<file path="src/bridge_cfg_pkg.sv">
/*
  Constants for the bridge configuration header bank: byte offsets,
  reset values, writable-bit masks and the I/O window decode layout.
  Assumes byte-wide configuration access at the byte offsets below.
*/
package bridge_cfg_pkg;

  // ---------------------------------------------------------------
  // Widths
  // ---------------------------------------------------------------
  localparam int CFG_ADDR_W = 8;
  localparam int CFG_DATA_W = 8;
  localparam int IO_ADDR_W  = 16;
  localparam int IO_DATA_W  = 32;
  localparam int IO_BE_W    = 4;

  // ---------------------------------------------------------------
  // Register byte offsets
  // ---------------------------------------------------------------
  localparam logic [7:0] OFF_BRIDGE_COMMAND      = 8'h04;
  localparam logic [7:0] OFF_BRIDGE_SUBCLASS     = 8'h0a;
  localparam logic [7:0] OFF_BRIDGE_BASE_CLASS   = 8'h0b;
  localparam logic [7:0] OFF_LATENCY_SCRATCHPAD  = 8'h0d;
  localparam logic [7:0] OFF_HEADER_LAYOUT_TYPE  = 8'h0e;
  localparam logic [7:0] OFF_UPSTREAM_BUS_NUMBER = 8'h18;
  localparam logic [7:0] OFF_DOWNSTREAM_BUS_NUM  = 8'h19;
  localparam logic [7:0] OFF_DOWNSTREAM_LATENCY  = 8'h1b;
  localparam logic [7:0] OFF_IO_WINDOW_LOW       = 8'h1c;
  localparam logic [7:0] OFF_IO_WINDOW_HIGH      = 8'h1d;

  // ---------------------------------------------------------------
  // Reset / hardwired values
  // ---------------------------------------------------------------
  localparam logic [7:0] RST_BRIDGE_COMMAND      = 8'h00;
  localparam logic [7:0] VAL_SUB_CLASS_CODE      = 8'h04;
  localparam logic [7:0] VAL_BASE_CLASS_CODE     = 8'h06;
  localparam logic [7:0] RST_LATENCY_SCRATCHPAD  = 8'h00;
  localparam logic [7:0] VAL_HEADER_KIND         = 8'h01;
  localparam logic [7:0] VAL_UPSTREAM_BUS_NUMBER = 8'h00;
  localparam logic [7:0] RST_DOWNSTREAM_BUS_NUM  = 8'h00;
  localparam logic [7:0] VAL_DOWNSTREAM_LATENCY  = 8'h00;
  localparam logic [7:0] RST_IO_WINDOW_LOW       = 8'hf0;
  localparam logic [7:0] RST_IO_WINDOW_HIGH      = 8'h00;
  localparam logic [7:0] RD_UNMAPPED             = 8'h00;

  // ---------------------------------------------------------------
  // Writable-bit masks and field positions
  // ---------------------------------------------------------------
  localparam logic [7:0] WMASK_BRIDGE_COMMAND    = 8'h01;
  localparam logic [7:0] WMASK_SCRATCH_BITS      = 8'hf8;
  localparam logic [7:0] WMASK_FULL_BYTE         = 8'hff;
  localparam logic [7:0] WMASK_IO_WINDOW         = 8'hf0;
  localparam int         IO_ACCESS_ENABLE_BIT    = 0;
  localparam int         IO_FIELD_MSB            = 7;
  localparam int         IO_FIELD_LSB            = 4;

  // Window granule: low address bits forced on decode
  localparam logic [11:0] IO_LOW_FILL_BASE  = 12'h000;
  localparam logic [11:0] IO_LOW_FILL_LIMIT = 12'hfff;

endpackage

</file>
<file path="src/masked_cfg_reg.sv">
/*
  One byte-wide configuration register with a per-bit writable mask.
  Bits outside the mask are constant at their reset value.
  Assumes a single clock and synchronous active-low reset.
*/
`timescale 1ns/1ps
`default_nettype none

module masked_cfg_reg #(
  parameter logic [7:0] RESET_VAL  = 8'h00,
  parameter logic [7:0] WRITE_MASK = 8'hff
) (
  input  wire logic       clk_i,
  input  wire logic       rstn_i,
  input  wire logic       wr_en_i,
  input  wire logic [7:0] wdata_i,
  output wire logic [7:0] value_o
);

  // ---------------------------------------------------------------
  // Per-bit storage
  // ---------------------------------------------------------------
  for (genvar b = 0; b < 8; b++) begin : g_bit
    if (WRITE_MASK[b]) begin : g_rw
      logic bit_reg;
      always_ff @(posedge clk_i) begin
        if (!rstn_i) begin
          bit_reg <= RESET_VAL[b];
        end else if (wr_en_i) begin
          bit_reg <= wdata_i[b];
        end
      end
      assign value_o[b] = bit_reg;
    end else begin : g_ro
      // Read-only bits take no flop; writes cannot reach them
      assign value_o[b] = RESET_VAL[b];
    end
  end

endmodule

`default_nettype wire

</file>
<file path="src/io_window_match.sv">
/*
  I/O window comparator: base and limit 4-bit fields widened to full
  16-bit bounds, inclusive compare, gated by the access enable.
  Assumes purely combinational use inside a clocked parent.
*/
`timescale 1ns/1ps
`default_nettype none

module io_window_match
  import bridge_cfg_pkg::*;
(
  input  wire logic [3:0]           low_field_i,
  input  wire logic [3:0]           high_field_i,
  input  wire logic                 enable_i,
  input  wire logic [IO_ADDR_W-1:0] addr_i,
  output logic                      hit_o
);

  logic [IO_ADDR_W-1:0] window_bottom;
  logic [IO_ADDR_W-1:0] window_top;

  assign window_bottom = {low_field_i, IO_LOW_FILL_BASE};
  assign window_top    = {high_field_i, IO_LOW_FILL_LIMIT};

  // Base above limit simply yields an empty window
  assign hit_o = enable_i && (addr_i >= window_bottom) && (addr_i <= window_top);

endmodule

`default_nettype wire

</file>
<file path="src/bridge_config_header_io_window.sv">
/*
  Configuration header bank of an internal virtual bridge function with
  an I/O window that forwards matching host I/O accesses downstream.
  Assumes byte-wide configuration accesses, one per cycle, and host I/O
  requests as single-cycle pulses synchronous to clk_i.
*/
`timescale 1ns/1ps
`default_nettype none

// Overview of operation
// Offset 0Ah reads sub-class 04h, read-only.
// Offset 0Bh reads base class 06h, read-only.
// Offset 0Dh bits 7:3 are scratch storage, reset 00h; bits 2:0 reserved.
// Offset 0Eh reads header type 01h, read-only.
// Offset 18h upstream bus number hardwired 00h; writes ignored.
// Offset 19h downstream bus number, read/write, reset 00h.
// Offset 1Bh downstream latency register reads 00h, all reserved.
// Offset 1Ch window base bits 7:4 give address bits 15:12, reset F0h.
// Window base low twelve address bits are taken as zero.
// Offset 1Dh window limit bits 7:4, reset 00h; low bits taken as FFFh.
// Host I/O inside base..limit inclusive goes to the downstream link.
// Only upper four bits of window registers writable; low four reserved.
// Window forwards nothing unless command bit 0 is set; resets to 0.
// Reserved bits read zero; writes to read-only fields do nothing.
module bridge_config_header_io_window
  import bridge_cfg_pkg::*;
(
  input  wire logic                  clk_i,
  input  wire logic                  rstn_i,
  // Configuration access port
  input  wire logic [CFG_ADDR_W-1:0] cfg_addr_i,
  input  wire logic                  cfg_wr_i,
  input  wire logic [CFG_DATA_W-1:0] cfg_wdata_i,
  input  wire logic                  cfg_rd_i,
  output logic      [CFG_DATA_W-1:0] cfg_rdata_o,
  output logic                       cfg_rvalid_o,
  // Host I/O request
  input  wire logic                  io_req_i,
  input  wire logic [IO_ADDR_W-1:0]  io_addr_i,
  input  wire logic                  io_write_i,
  input  wire logic [IO_DATA_W-1:0]  io_wdata_i,
  input  wire logic [IO_BE_W-1:0]    io_be_i,
  // Downstream link
  output logic                       link_req_o,
  output logic      [IO_ADDR_W-1:0]  link_addr_o,
  output logic                       link_write_o,
  output logic      [IO_DATA_W-1:0]  link_wdata_o,
  output logic      [IO_BE_W-1:0]    link_be_o,
  // Host request not claimed by the window
  output logic                       io_miss_o,
  // Status toward the rest of the chip
  output logic      [7:0]            downstream_bus_o,
  output logic                       io_access_enable_o
);

  // ---------------------------------------------------------------
  // Write decode
  // ---------------------------------------------------------------
  logic wr_command;
  logic wr_scratch;
  logic wr_bus_number;
  logic wr_window_low;
  logic wr_window_high;

  // Only writable registers get a strobe; every other offset,
  // including the read-only identification bytes, drops the write
  assign wr_command     = cfg_wr_i && (cfg_addr_i == OFF_BRIDGE_COMMAND);
  assign wr_scratch     = cfg_wr_i && (cfg_addr_i == OFF_LATENCY_SCRATCHPAD);
  assign wr_bus_number  = cfg_wr_i && (cfg_addr_i == OFF_DOWNSTREAM_BUS_NUM);
  assign wr_window_low  = cfg_wr_i && (cfg_addr_i == OFF_IO_WINDOW_LOW);
  assign wr_window_high = cfg_wr_i && (cfg_addr_i == OFF_IO_WINDOW_HIGH);

  // ---------------------------------------------------------------
  // Writable registers
  // ---------------------------------------------------------------
  logic [7:0] bridge_command;
  logic [7:0] latency_scratchpad;
  logic [7:0] downstream_bus_number;
  logic [7:0] io_window_low;
  logic [7:0] io_window_high;

  masked_cfg_reg #(
    .RESET_VAL  (RST_BRIDGE_COMMAND),
    .WRITE_MASK (WMASK_BRIDGE_COMMAND)
  ) u_command (
    .clk_i   (clk_i),
    .rstn_i  (rstn_i),
    .wr_en_i (wr_command),
    .wdata_i (cfg_wdata_i),
    .value_o (bridge_command)
  );

  masked_cfg_reg #(
    .RESET_VAL  (RST_LATENCY_SCRATCHPAD),
    .WRITE_MASK (WMASK_SCRATCH_BITS)
  ) u_scratch (
    .clk_i   (clk_i),
    .rstn_i  (rstn_i),
    .wr_en_i (wr_scratch),
    .wdata_i (cfg_wdata_i),
    .value_o (latency_scratchpad)
  );

  masked_cfg_reg #(
    .RESET_VAL  (RST_DOWNSTREAM_BUS_NUM),
    .WRITE_MASK (WMASK_FULL_BYTE)
  ) u_bus_number (
    .clk_i   (clk_i),
    .rstn_i  (rstn_i),
    .wr_en_i (wr_bus_number),
    .wdata_i (cfg_wdata_i),
    .value_o (downstream_bus_number)
  );

  masked_cfg_reg #(
    .RESET_VAL  (RST_IO_WINDOW_LOW),
    .WRITE_MASK (WMASK_IO_WINDOW)
  ) u_window_low (
    .clk_i   (clk_i),
    .rstn_i  (rstn_i),
    .wr_en_i (wr_window_low),
    .wdata_i (cfg_wdata_i),
    .value_o (io_window_low)
  );

  masked_cfg_reg #(
    .RESET_VAL  (RST_IO_WINDOW_HIGH),
    .WRITE_MASK (WMASK_IO_WINDOW)
  ) u_window_high (
    .clk_i   (clk_i),
    .rstn_i  (rstn_i),
    .wr_en_i (wr_window_high),
    .wdata_i (cfg_wdata_i),
    .value_o (io_window_high)
  );

  logic io_access_enable;
  assign io_access_enable = bridge_command[IO_ACCESS_ENABLE_BIT];

  // ---------------------------------------------------------------
  // Read path
  // ---------------------------------------------------------------
  logic [7:0] rdata_next;

  always_comb begin
    case (cfg_addr_i)
      OFF_BRIDGE_COMMAND:      rdata_next = bridge_command;
      OFF_BRIDGE_SUBCLASS:     rdata_next = VAL_SUB_CLASS_CODE;
      OFF_BRIDGE_BASE_CLASS:   rdata_next = VAL_BASE_CLASS_CODE;
      OFF_LATENCY_SCRATCHPAD:  rdata_next = latency_scratchpad;
      OFF_HEADER_LAYOUT_TYPE:  rdata_next = VAL_HEADER_KIND;
      OFF_UPSTREAM_BUS_NUMBER: rdata_next = VAL_UPSTREAM_BUS_NUMBER;
      OFF_DOWNSTREAM_BUS_NUM:  rdata_next = downstream_bus_number;
      OFF_DOWNSTREAM_LATENCY:  rdata_next = VAL_DOWNSTREAM_LATENCY;
      OFF_IO_WINDOW_LOW:       rdata_next = io_window_low;
      OFF_IO_WINDOW_HIGH:      rdata_next = io_window_high;
      default:                 rdata_next = RD_UNMAPPED;
    endcase
  end

  // Data is held between reads so a slow reader can sample late
  always_ff @(posedge clk_i) begin
    if (!rstn_i) begin
      cfg_rdata_o <= RD_UNMAPPED;
    end else if (cfg_rd_i) begin
      cfg_rdata_o <= rdata_next;
    end
  end

  always_ff @(posedge clk_i) begin
    if (!rstn_i) begin
      cfg_rvalid_o <= 1'b0;
    end else begin
      cfg_rvalid_o <= cfg_rd_i;
    end
  end

  // ---------------------------------------------------------------
  // I/O window decode
  // ---------------------------------------------------------------
  logic window_hit;

  io_window_match u_match (
    .low_field_i  (io_window_low[IO_FIELD_MSB:IO_FIELD_LSB]),
    .high_field_i (io_window_high[IO_FIELD_MSB:IO_FIELD_LSB]),
    .enable_i     (io_access_enable),
    .addr_i       (io_addr_i),
    .hit_o        (window_hit)
  );

  // ---------------------------------------------------------------
  // Downstream forwarding
  // ---------------------------------------------------------------
  // Decode uses the window as it stands in the request cycle; a
  // config write in the same cycle takes effect for the next request.
  always_ff @(posedge clk_i) begin
    if (!rstn_i) begin
      link_req_o <= 1'b0;
      io_miss_o  <= 1'b0;
    end else begin
      link_req_o <= io_req_i && window_hit;
      io_miss_o  <= io_req_i && !window_hit;
    end
  end

  // Payload only moves on a forwarded request, so the link side
  // never sees addresses outside the window
  always_ff @(posedge clk_i) begin
    if (!rstn_i) begin
      link_addr_o  <= '0;
      link_write_o <= 1'b0;
      link_wdata_o <= '0;
      link_be_o    <= '0;
    end else if (io_req_i && window_hit) begin
      link_addr_o  <= io_addr_i;
      link_write_o <= io_write_i;
      link_wdata_o <= io_wdata_i;
      link_be_o    <= io_be_i;
    end
  end

  // ---------------------------------------------------------------
  // Status outputs
  // ---------------------------------------------------------------
  always_ff @(posedge clk_i) begin
    if (!rstn_i) begin
      downstream_bus_o   <= RST_DOWNSTREAM_BUS_NUM;
      io_access_enable_o <= 1'b0;
    end else begin
      downstream_bus_o   <= downstream_bus_number;
      io_access_enable_o <= io_access_enable;
    end
  end

endmodule

`default_nettype wire

</file>
<file path="config.mk">
export PLATFORM = sky130hd
export DESIGN_NAME = bridge_config_header_io_window
export DESIGN_NICKNAME = d
export VERILOG_FILES = /design/src/bridge_cfg_pkg.sv /design/src/masked_cfg_reg.sv /design/src/io_window_match.sv /design/src/bridge_config_header_io_window.sv
export SDC_FILE = /design/constraint.sdc
export NUM_CORES = 1
export LEC_CHECK = 0
export BUFFER_PORTS_ARGS = -buffer_cell sky130_fd_sc_hd__buf_2
export CORE_MARGIN = 1
export CORE_UTILIZATION = 53
export CTS_CLUSTER_DIAMETER = 40
export DETAILED_ROUTE_END_ITERATION = 6
export GPL_TIMING_DRIVEN = 0
export PLACE_DENSITY = 0.87
export SLEW_MARGIN = 20
export SYNTH_ARGS = -nofsm -noshare
export SYNTH_HDL_FRONTEND = slang
export SYNTH_SLANG_ARGS = --single-unit
</file>
<file path="constraint.sdc">
create_clock -name clk_i -period 5.3 [get_ports clk_i]
set_input_delay 1.06 -clock clk_i [delete_from_list [all_inputs] [get_ports clk_i]]
set_output_delay 1.06 -clock clk_i [all_outputs]
set_load 0.05 [all_outputs]
</file>
Word-level counts from Yosys, hierarchy flattened
Cells that the tools add are included.
{"block": "totals", "rom_bits": 0, "latchBits": 0, "in_bits": 74, "memories": 0, "register_bits": 95, "ramBits": 0, "output_inout_bits": 73, "wordCells": 53}
{"block": "op_classes", "n_eq_ne": 8, "add_sub_neg": 0, "shift": 0, "order_cmp": 2, "multipliers": 0, "mux": 1, "n_bitwise": 0, "div": 0, "reduce_logical": 10}
{"operator": "8-bit one-hot mux with 8 select lines", "n": 1}
{"operator": "8-bit by 4-bit == test with 1-bit output (second input constant)", "n": 4}
{"operator": "8-bit by 5-bit == test with 1-bit output (second input constant)", "n": 3}
{"operator": "16-bit >= comparator", "n": 1}
{"operator": "16-bit <= comparator", "n": 1}
{"operator": "1-bit logical AND", "n": 9}
{"operator": "8-bit by 3-bit == test with 1-bit output (second input constant)", "n": 1}
{"operator": "1-bit zero test", "n": 1}

Logic depth before layout (Yosys ltp)
Gate-level depths: netlist of the first run.
{"block": "logic_depth", "depth_word": 5, "mapped_depth": 9}

Modules after synthesis
Synthesis of the first run repeated with hierarchy kept, for this count alone.
{"block": "unflattened", "cells_unflattened": 516, "area_unflattened_um2": 4558.1}
{"module": "bridge_config_header_io_window", "instances": 1, "seq_area_each_um2": 1461.4, "area_per_inst_um2": 3148.0, "cells_each": 367}
{"module": "masked_cfg_reg at u_bus_number", "instances": 1, "seq_area_each_um2": 160.2, "area_per_inst_um2": 361.6, "cells_each": 33}
{"module": "io_window_match", "instances": 1, "seq_area_each_um2": 0.0, "area_per_inst_um2": 267.8, "cells_each": 35}
{"module": "masked_cfg_reg at u_scratch", "instances": 1, "seq_area_each_um2": 100.1, "area_per_inst_um2": 256.5, "cells_each": 25}
{"module": "masked_cfg_reg at u_window_high", "instances": 1, "seq_area_each_um2": 80.1, "area_per_inst_um2": 220.2, "cells_each": 22}
{"module": "masked_cfg_reg at u_window_low", "instances": 1, "seq_area_each_um2": 80.1, "area_per_inst_um2": 203.9, "cells_each": 22}
{"module": "masked_cfg_reg at u_command", "instances": 1, "seq_area_each_um2": 20.0, "area_per_inst_um2": 100.1, "cells_each": 12}

Worst setup path after synthesis of the first run
OpenSTA, ideal clock, no wires.
{"block": "synth_path", "path_kind": "input to register", "from": "in io_addr_i[6]", "to": "reg link_addr_o[0]", "setup_slack_ns": 2.390, "n_path_buf": 2, "arrival_time_ns": 2.791, "setup_time_ns": 0.119, "cell_stages": 7, "path_cell_list": "or4_1 or4_1 o221ai_2 nand4_1 buf_6 buf_12 mux2i_1"}
{"block": "synth_between", "elab_chain_cells": 4, "elab_cells_between_ends": 5}
{"element": "start, declared", "line_no": "bridge_config_header_io_window.sv:39", "rtl": "input wire logic [IO_ADDR_W-1:0] io_addr_i,"}
{"element": "16-bit >= comparator", "line_no": "io_window_match.sv:26", "rtl": "assign hit_o = enable_i && (addr_i >= window_bottom) && (addr_i <= window_top);"}
{"element": "1-bit logical AND", "line_no": "io_window_match.sv:26"}
{"element": "1-bit logical AND (*)", "line_no": "io_window_match.sv:26"}
{"element": "1-bit logical AND (*)", "line_no": "bridge_config_header_io_window.sv:214", "rtl": "end else if (io_req_i && window_hit) begin"}
{"element": "end signal, assigned", "line_no": "bridge_config_header_io_window.sv:215", "rtl": "link_addr_o <= io_addr_i;"}
{"element": "end, declared", "line_no": "bridge_config_header_io_window.sv:45", "rtl": "output logic [IO_ADDR_W-1:0] link_addr_o,"}
Every way passes the cells marked *; elsewhere a longest branch is shown, timed or not.
A chain may end at the register's enable or synchronous reset.

Final worst setup path of the first run
{"block": "layout_path", "from": "in io_addr_i[6]", "to": "reg link_wdata_o[4]"}
{"block": "layout_between", "elab_chain_cells": 4, "elab_cells_between_ends": 5}
{"element": "16-bit >= comparator", "line_no": "io_window_match.sv:26"}
{"element": "1-bit logical AND", "line_no": "io_window_match.sv:26"}
{"element": "1-bit logical AND (*)", "line_no": "io_window_match.sv:26"}
{"element": "1-bit logical AND (*)", "line_no": "bridge_config_header_io_window.sv:214"}
{"element": "end signal, assigned", "line_no": "bridge_config_header_io_window.sv:217", "rtl": "link_wdata_o <= io_wdata_i;"}
{"element": "end, declared", "line_no": "bridge_config_header_io_window.sv:47", "rtl": "output logic [IO_DATA_W-1:0] link_wdata_o,"}
Marks and branches as above.

==> results.txt, run 1 <==
- Global routing used 47.6% of the available met2 tracks.
- Input and output buffers added on the ports amount to 145.
- Synth Net Count: 524
- Critical path required time: 5580 ps
* Clock root buffer master: sky130_fd_sc_hd__clkbuf_8
- The clock arrives with 9.07 ps of skew.
* Worst EP arrival: 3110 ps
* Syn_area_per_cell: 9.32 µm²
* Worst stage delay on the critical path: 520 ps
- Cell internal power was estimated by the tool at 0.000994 W.
- The worst setup path is launched from a primary input.
* Setup slack on the worst flop-to-flop path: 3080 ps
- Highest ir drop seen on vdd: 0.133 mV
* Routability congestion estimate: 0.896
- IO Pins: 147
- The placed instances occupy a cell area of 0.00497 mm².
- YS warnings: 0
- For the pin with the worst max-slew slack, the measured transition is 690 ps.
- Max-slew headroom at the worst pin: 53.9%
- Number of flip-flops in the largest register: 32
* Die extent in y: 90.2 µm
- The flow ran to the end, and the final reports show no timing, DRC or antenna violations.
* Minimum setup slack in the final design: 2470 ps
- First-pass GRT wire length: 16.6 mm
- For this run, the top clock speed supported by timing is 353 MHz.
- Clock network fraction of total power: 36.9%
- The total overflow left after global routing is 0.
- Post-CTS repair changed the size of 0 cells.
* Sequence of cells on the critical path: buf_2 > or4_1 > or4_1 > o221ai_2 > nand4_1 > buf_6 > buf_12 > mux2i_1
- Worst setup slack after placement: 2100 ps
- Clock buffer count from CTS: 9
* Endpoint class of the critical path: register
- Summing all multi-input logic gate instances after layout gives 0.00199 mm².
- Net switching component of the power: 0.000295 W
* Time the worst path needs with I/O delays and setup: 2830 ps
* Ratio of total power to cell area: 249 mW/mm²
* Layout cell share with drive strength beyond 1: 27.7%
- For this run, design rule violations remaining after detail routing come to 0.
* Crit path max-delay family: simple AND/OR/NAND/NOR gates
- The wire-length estimate of the detail-placed layout is 7.83 mm.
- Dominant cells by area after synthesis: sky130_fd_sc_hd__dfxtp_1 46%, sky130_fd_sc_hd__mux2i_1 17%, sky130_fd_sc_hd__nand2_1 11%, sky130_fd_sc_hd__nor2b_1 3.9%, sky130_fd_sc_hd__buf_12 2.4%
- Once detail routing completed, the nets flagged for antenna violations numbered 0.
- Crit path buf inv count: 3
* Share of power burned in registers: 55.4%
* Slowest cell on the critical path: sky130_fd_sc_hd__or4_1
- Routed vias: 3,648
* Total of max-cap violations: 0
* Clock input transition at the sequential cells of the worst setup and hold paths: 80 ps
- Number of core rows: 31
- The sequential cells in the finished layout cover a total of 0.00190 mm².
- After detailed routing, the average wire length per cell comes to 14.5 µm.
* First-pass detailed-route iteration total: 4
- The number of hold buffers added after CTS was 0.
- Met3 capacity usage during global routing: 3.47%
- Leakage power summed over all cells: 2.79 nW
- Design Area, Final: 0.00517 mm²
- Setup repair after global routing left no endpoint under its margin.
- Sw frac: 22.9%
- Once the floorplan was initialized, standard cells occupied 55.9% of the core.
- Per report_power, the combinational group accounts for 7.6% of the total.
* Sum of routed wire length over all layers: 10.2 mm
* Leading register cell type out of synthesis: sky130_fd_sc_hd__dfxtp_1
- Total count of hold-check failures in the final report: 0
- Fillcell total: 600
- The repair_antennas step left the layout with diodes totalling 0.
* Register containing the most flip-flops in the final layout: link_wdata_o
* Synthesized flop and latch total: 95
- Most frequent cell on the critical path: sky130_fd_sc_hd__or4_1
- CTS H-Tree Depth: 3
* Proportion of register bits with asynchronous set or reset after synthesis: 0%
* Share of the clock period used by the worst path after layout: 53.4%
* Aggregate negative setup slack: 0 ps
- In this run the worst hold path is classified as register to register.
* Leading area contributor after synthesis: sky130_fd_sc_hd__dfxtp_1
- GR Layer Usage met1: 28.5%
- Core Box Area: 0.00737 mm²
- The clock passes through at most 2 buffers.
- Cell count after synthesis: 442
- The share of synthesized area in the top cell type comes to 46.1%.
- The setup path with the least slack is of type primary input to register.
- The synthesized design contains 0 enable-type register cells.
- Pin count of the biggest net entering global routing: 15
- Sequential cell area fraction in the yosys report: 46.1%
* Layer with the highest usage: met2
- Number of global-route vias before repair: 3,577
* Initial antenna violation count: 0
- Via count normalized by instance count: 5.20
- Nets: 680
- TritonCTS built the clock tree.
- The die is 90.2 µm wide.
- Global routing usage summed across all routing layers: 25.4%
- Cell types with the highest counts after synthesis: 123 x sky130_fd_sc_hd__nand2_1, 95 x sky130_fd_sc_hd__dfxtp_1, 71 x sky130_fd_sc_hd__mux2i_1, 26 x sky130_fd_sc_hd__nor2b_1, 21 x sky130_fd_sc_hd__clkbuf_1
- Crit-path max FO: 10
- Iteration-0 DRC count of the detailed router: 103
- Yosys instantiated no cell more often than sky130_fd_sc_hd__nand2_1.
* Worst skew pair latency: 360 ps
- The floorplan step defined a die boundary enclosing 0.00813 mm².
- Setup violations remaining at the end of the flow were counted as 0.
- Setup Fix Bufs, Post-CTS: 0
* Fin. max-slew vios: 0
* Number of sinks handled by clock tree synthesis: 95
* Number of distinct library cells after synthesis: 36
* Cell Area, Synth: 0.00412 mm²
- Registers with the most flip-flops: link_wdata_o (32), link_addr_o (16)
* Area delta synth->final: 25.4%
## layout by cell type, fill, tap and decap left out, types with 2 or more instances in the layout
cell type / netlist / layout
sky130_fd_sc_hd__buf_12: 5 / 5
sky130_fd_sc_hd__nor3_1: 2 / 2
sky130_fd_sc_hd__a21oi_1: 7 / 7
sky130_fd_sc_hd__inv_1: 10 / 10
sky130_fd_sc_hd__ha_1: 8 / 8
sky130_fd_sc_hd__a31oi_1: 2 / 2
sky130_fd_sc_hd__nand2_1: 123 / 123
sky130_fd_sc_hd__nor2_1: 3 / 3
sky130_fd_sc_hd__nand3_1: 11 / 11
sky130_fd_sc_hd__or4_1: 2 / 2
sky130_fd_sc_hd__mux2i_1: 71 / 71
sky130_fd_sc_hd__buf_2: 0 / 145
sky130_fd_sc_hd__a22o_1: 5 / 5
sky130_fd_sc_hd__and2_1: 11 / 11
sky130_fd_sc_hd__dfxtp_1: 95 / 95
sky130_fd_sc_hd__mux2_1: 4 / 4
sky130_fd_sc_hd__nor2b_1: 26 / 26
sky130_fd_sc_hd__o21a_1: 2 / 2
sky130_fd_sc_hd__nor4_1: 2 / 2
sky130_fd_sc_hd__a22oi_1: 5 / 5
sky130_fd_sc_hd__o21ai_0: 4 / 4
sky130_fd_sc_hd__clkbuf_8: 0 / 11
sky130_fd_sc_hd__nand4_1: 6 / 6
sky130_fd_sc_hd__nor3b_1: 2 / 2
sky130_fd_sc_hd__nand3b_1: 3 / 3
sky130_fd_sc_hd__clkbuf_1: 21 / 22
## power by group through the flow
stage	Combinational [W]	Sequential [W]	Clock, W
floorplan	0.0000444	0.000735	0
global placement	0.0000937	0.000731	0
detailed placement	0.0000971	0.000731	0
CTS	0.0000979	0.000714	0.000486
global route	0.000108	0.000715	0.000513
finish	0.0000985	0.000714	0.000476
## worst reg2reg max path: cells and delay by family, from the launching register on
kind,cells,cell delay (ps)
AO/OA/AOI/OAI,1,240
adder cells (fa/ha/maj),1,300
buffers and inverters,3,410
flip-flops,1,370
multiplexers,1,180
AND/OR/NAND/NOR,3,630
## routing by layer
layer | vias to the layer above | part of all wire [%]
li1 | 1796 | -
met1 | 1696 | 41
met2 | 133 | 52
met3 | 23 | 4.7
met4 | 0 | 2.7
met5 | - | 0
## final cells by class
cell class                      instances  share of cell area, %
Buffer                                 27                   3.68
Tap cell                               99                   2.40
Sequential cell                        95                   36.8
Multi-Input combinational cell        310                   38.5
Timing Repair Buffer                  145                   14.0
Clock inverter                          3                  0.823
Inverter                               10                  0.726
Clock buffer                           12                   3.00
## cells by family after synthesis
kind of cell | count (synthesis) | synth area share [%]
AO/OA/AOI/OAI | 33 | 5.83
adder cells (fa/ha/maj) | 8 | 2.43
buffers and inverters | 37 | 5.53
flip-flops | 95 | 46.1
multiplexers | 75 | 18.3
AND/OR/NAND/NOR | 194 | 21.7
## worst paths after layout
kind,cells after the start,start,to
max,8,io_addr_i[6],link_wdata_o[4]
min reg2reg,2,link_addr_o[13],link_addr_o[13]
max reg2reg,9,u_window_low.g_bit[7].g_rw.bit_reg,link_wdata_o[4]
min,2,link_addr_o[13],link_addr_o[13]
## metrics by stage
stage	cells	power (W)	utilization, %	hold slack, ps
2_1_floorplan	442	0.000779	-	445
3_3_place_gp	686	0.000825	67.5	441
3_5_place_dp	686	0.000828	67.5	449
4_1_cts	701	0.00130	70.1	461
5_1_grt	701	0.00134	70.1	484
6_report	701	0.00129	70.1	458
Power figures use the tool's default switching activity.
==> run 2, diff against run 1 <==
--- a/config.mk
+++ b/config.mk
@@ -7,11 +7,11 @@
 export LEC_CHECK = 0
 export BUFFER_PORTS_ARGS = -buffer_cell sky130_fd_sc_hd__buf_2
 export CORE_MARGIN = 1
-export CORE_UTILIZATION = 53
+export CORE_UTILIZATION = 50
 export CTS_CLUSTER_DIAMETER = 40
 export DETAILED_ROUTE_END_ITERATION = 6
 export GPL_TIMING_DRIVEN = 0
-export PLACE_DENSITY = 0.87
+export PLACE_DENSITY = 0.83
 export SLEW_MARGIN = 20
 export SYNTH_ARGS = -nofsm -noshare
 export SYNTH_HDL_FRONTEND = slang
==> constraint.sdc (replaced) <==
create_clock -name clk_i -period 2.7 [get_ports clk_i]
set_input_delay 0.54 -clock clk_i [delete_from_list [all_inputs] [get_ports clk_i]]
set_output_delay 0.54 -clock clk_i [all_outputs]
set_load 0.05 [all_outputs]
==> run 2 against run 1 <==
Combinational power increased by 97%. Global-route usage decreased by 1.4 points. Via count increased by 0.47%. Clock power increased by 110%. Final cell count increased by 0.43%. Setup slack got worse by 2100 ps. Utilization decreased by 4.0 points. Sequential power increased by 96%. Critical endpoint is now link_be_o[2]. Largest power group unchanged.
==> results.txt, run 2 (synthesized netlist as in run 1, its figures left out) <==
* Iteration-0 DRC count of the detailed router: 99 (was 103)
- Area of the die: 0.00861 mm² (was 0.00813 mm²)
- Final-report setup violation count: 0 (unchanged)
* Initial antenna violation count: 0 (unchanged)
- The width of the chip was 92.8 µm (was 90.2 µm).
* Routability congestion estimate: 0.913 (was 0.896)
- Sum of routed wire length over all layers: 10.2 mm (about the same)
- The detailed-route vias per instance is 5.21 (was 5.20).
- The quantity of gates resized following cts was 0 (unchanged).
* Core Util, Final: 66.1% (was 70.1%)
* Max Freq: 437 MHz
- The register with the highest flop count is link_wdata_o (unchanged).
- The flip-flop count of the largest register, all copies and words added was 32 (unchanged).
- Most frequent cell on the critical path: sky130_fd_sc_hd__or4_1 (unchanged)
- First-pass detailed-route iteration total: 4 (unchanged)
- The type of the worst setup path was primary input to register (unchanged).
- Highest-count cells in the layout ignoring fill and taps: 145 x sky130_fd_sc_hd__buf_2, 123 x sky130_fd_sc_hd__nand2_1, 95 x sky130_fd_sc_hd__dfxtp_1 (unchanged).
- The number of input and output port buffers inserted came to 145 (unchanged).
- The share of total power in combinational logic came to 7.4% (was 7.6%).
* Clock network fraction of total power: 38.8% (was 36.9%)
- The path type of the worst min-delay path is primary input to register (was register to register).
- The worst-margin pin slew was 655 ps (was 690 ps).
- The kind of launch point of the worst setup path is a primary input (unchanged).
- Crit path max-delay family: simple AND/OR/NAND/NOR gates (unchanged)
- Area delta synth->final: 25.9% (was 25.4%)
- The via count of the first global-routing pass is 3,513 (was 3,577).
* Sequence of cells on the critical path: buf_2 > or4_1 > or4_1 > o221ai_2 > nand4_1 > buf_6 > buf_12 > mux2i_1 (unchanged)
* Core Box Area: 0.00785 mm² (was 0.00737 mm²)
- The total DRC errors in the routed layout is 0 (unchanged).
- The antenna violation net count after detailed routing was 0 (unchanged).
- Worst stage delay on the critical path: 520 ps (about the same)
- The final number of hold-violating endpoints came to 0 (unchanged).
- The setup fix buffers added after clock tree synthesis was 0 (unchanged).
- The pin count of the biggest net entering global routing came to 15 (unchanged).
* Max-slew headroom at the worst pin: 56.2% (was 53.9%)
- The critical path buffer and inverter count is 3 (unchanged).
* Die extent in y: 92.8 µm (was 90.2 µm)
- The number of buffers inserted during clock tree synthesis was 9 (unchanged).
- The clock period could shrink to 2290 ps.
* Aggregate negative setup slack: 0 ps (unchanged)
* Number of core rows: 32 (was 31)
- The wire length of the first global-routing pass came to 16.2 mm (was 16.6 mm).
- The total non-filler cell area in the finished layout is 0.00519 mm² (was 0.00517 mm²).
- The arrival time reported for the critical path endpoint is 2570 ps (was 3110 ps).
- Global routing usage summed across all routing layers: 24.0% (was 25.4%)
- Nets: 680 (unchanged)
* Aggregate global routing overflow: 0 (unchanged)
- The antenna diode count was 0 (unchanged).
- Registers with the most flip-flops: link_wdata_o (32), link_addr_o (16) (unchanged).
- Share of the clock period used by the worst path after layout: 84.7%
* Clock Skews: 9.27 ps (was 9.07 ps)
- The clock transition at the register clock pins on the worst setup and hold paths after CTS was 90 ps (was 80 ps).
- The worst endpoint required time is 2980 ps (was 5580 ps).
- The number of hold buffers added after CTS is 0 (unchanged).
* RSZ-0062 raised after global routing: false (unchanged)
- Outcome: complete, no violations (unchanged).
- Ratio of total power to cell area: 503 mW/mm² (was 249 mW/mm²)
- IO Pins: 147 (unchanged)
- Highest ir drop seen on vdd: 0.285 mV (was 0.133 mV)
- The total number of H-tree levels was 3 (unchanged).
- The tightest hold margin was 413 ps (was 458 ps).
- Fillcell total: 666 (was 600)
* HPWL after DPL: 7.67 mm (was 7.83 mm)
* Clock tree from TritonCTS: built (unchanged)
- The most common cell after layout, fill and taps aside was sky130_fd_sc_hd__buf_2 (unchanged).
- The per-cell routed wire length was 14.5 µm (about the same).
- Endpoint class of the critical path: register (unchanged)
- Area post-placement: 0.00497 mm² (about the same)
- The switching power share of the total came to 22.4% (was 22.9%).
* Cell internal pwr: 0.00202 W (was 0.000994 W)
- Initial cell density of the core: 52.5% (was 55.9%)
- Slowest cell on the critical path: sky130_fd_sc_hd__or4_1 (unchanged)
* Clock root buffer master: sky130_fd_sc_hd__clkbuf_8 (unchanged)
- The via count came to 3,665 (was 3,648).
* Crit-path max FO: 10 (unchanged)
- Layout cell share with drive strength beyond 1: 27.6% (was 27.7%)
- Number of sinks handled by clock tree synthesis: 95 (unchanged)
- The maximum root-to-sink buffer count is 2 (unchanged).
* Total of max-cap violations: 0 (unchanged)
- The standby leakage power was 2.79 nW (about the same).
- The final count of pins violating max slew was 0 (unchanged).
- Worst skew pair latency: 360 ps (about the same)
- The switching component of the power came to 0.000584 W (was 0.000295 W).
- Share of power burned in registers: 53.8% (was 55.4%)
-- run 2: changes by cell type in the layout (fill, tap and decap cells not counted), sizes merged --
cell,change
clkinv,-1
bufinv,+1
-- run 2: power groups by stage --
stage | combinational [W] | sequential, W | clock [W]
detailed placement | 0.000191 | 0.00144 | 0
CTS | 0.000193 | 0.00140 | 0.00103
finish | 0.000194 | 0.00140 | 0.00101
global route | 0.000213 | 0.00140 | 0.00109
floorplan | 0.0000872 | 0.00144 | 0
global placement | 0.000185 | 0.00144 | 0
-- run 2: layout make-up --
| class | count | area, µm² | area share, % |
|---|---|---|---|
| Timing Repair Buffer | 145 | 726 | 14.0 |
| Clock inverter | 3 | 67.6 | 1.30 |
| Tap cell | 102 | 128 | 2.46 |
| Clock buffer | 12 | 145 | 2.80 |
| Inverter | 10 | 37.5 | 0.724 |
| Buffer | 27 | 190 | 3.67 |
| Sequential cell | 95 | 1900 | 36.7 |
| Multi-Input combinational cell | 310 | 1990 | 38.4 |
-- run 2: final timing paths --
path                                       from               end  slack [ps]  depth (start not counted)
max                                io_addr_i[6]      link_be_o[2]         410                          8
max reg2reg  u_window_low.g_bit[7].g_rw.bit_reg      link_be_o[2]         510                          9
min reg2reg                    link_wdata_o[17]  link_wdata_o[17]         460                          2
min                                  io_be_i[1]      link_be_o[1]         410                          3
-- run 2: per-stage QoR --
step           instances  setup slack [ps]  total power, W
5_1_grt              704               292         0.00270
6_report             704               414         0.00261
3_5_place_dp         689              22.3         0.00163
3_3_place_gp         689              57.9         0.00162
4_1_cts              704               402         0.00263
2_1_floorplan        442               310         0.00153
-- run 2: routing by layer --
metal  global-route usage (%)  part of all wire [%]  vias up
met2                     42.8                    49      138
met5                        0                     0        -
met1                     26.7                    41     1697
li1                         -                     -     1801
met4                     12.2                   3.3        0
met3                     4.93                   6.5       29
-- run 2: worst min-delay path, cell delays in order --
cell and delay [ps]:
sky130_fd_sc_hd__buf_2 90, sky130_fd_sc_hd__nand2_1 40, sky130_fd_sc_hd__mux2i_1 50
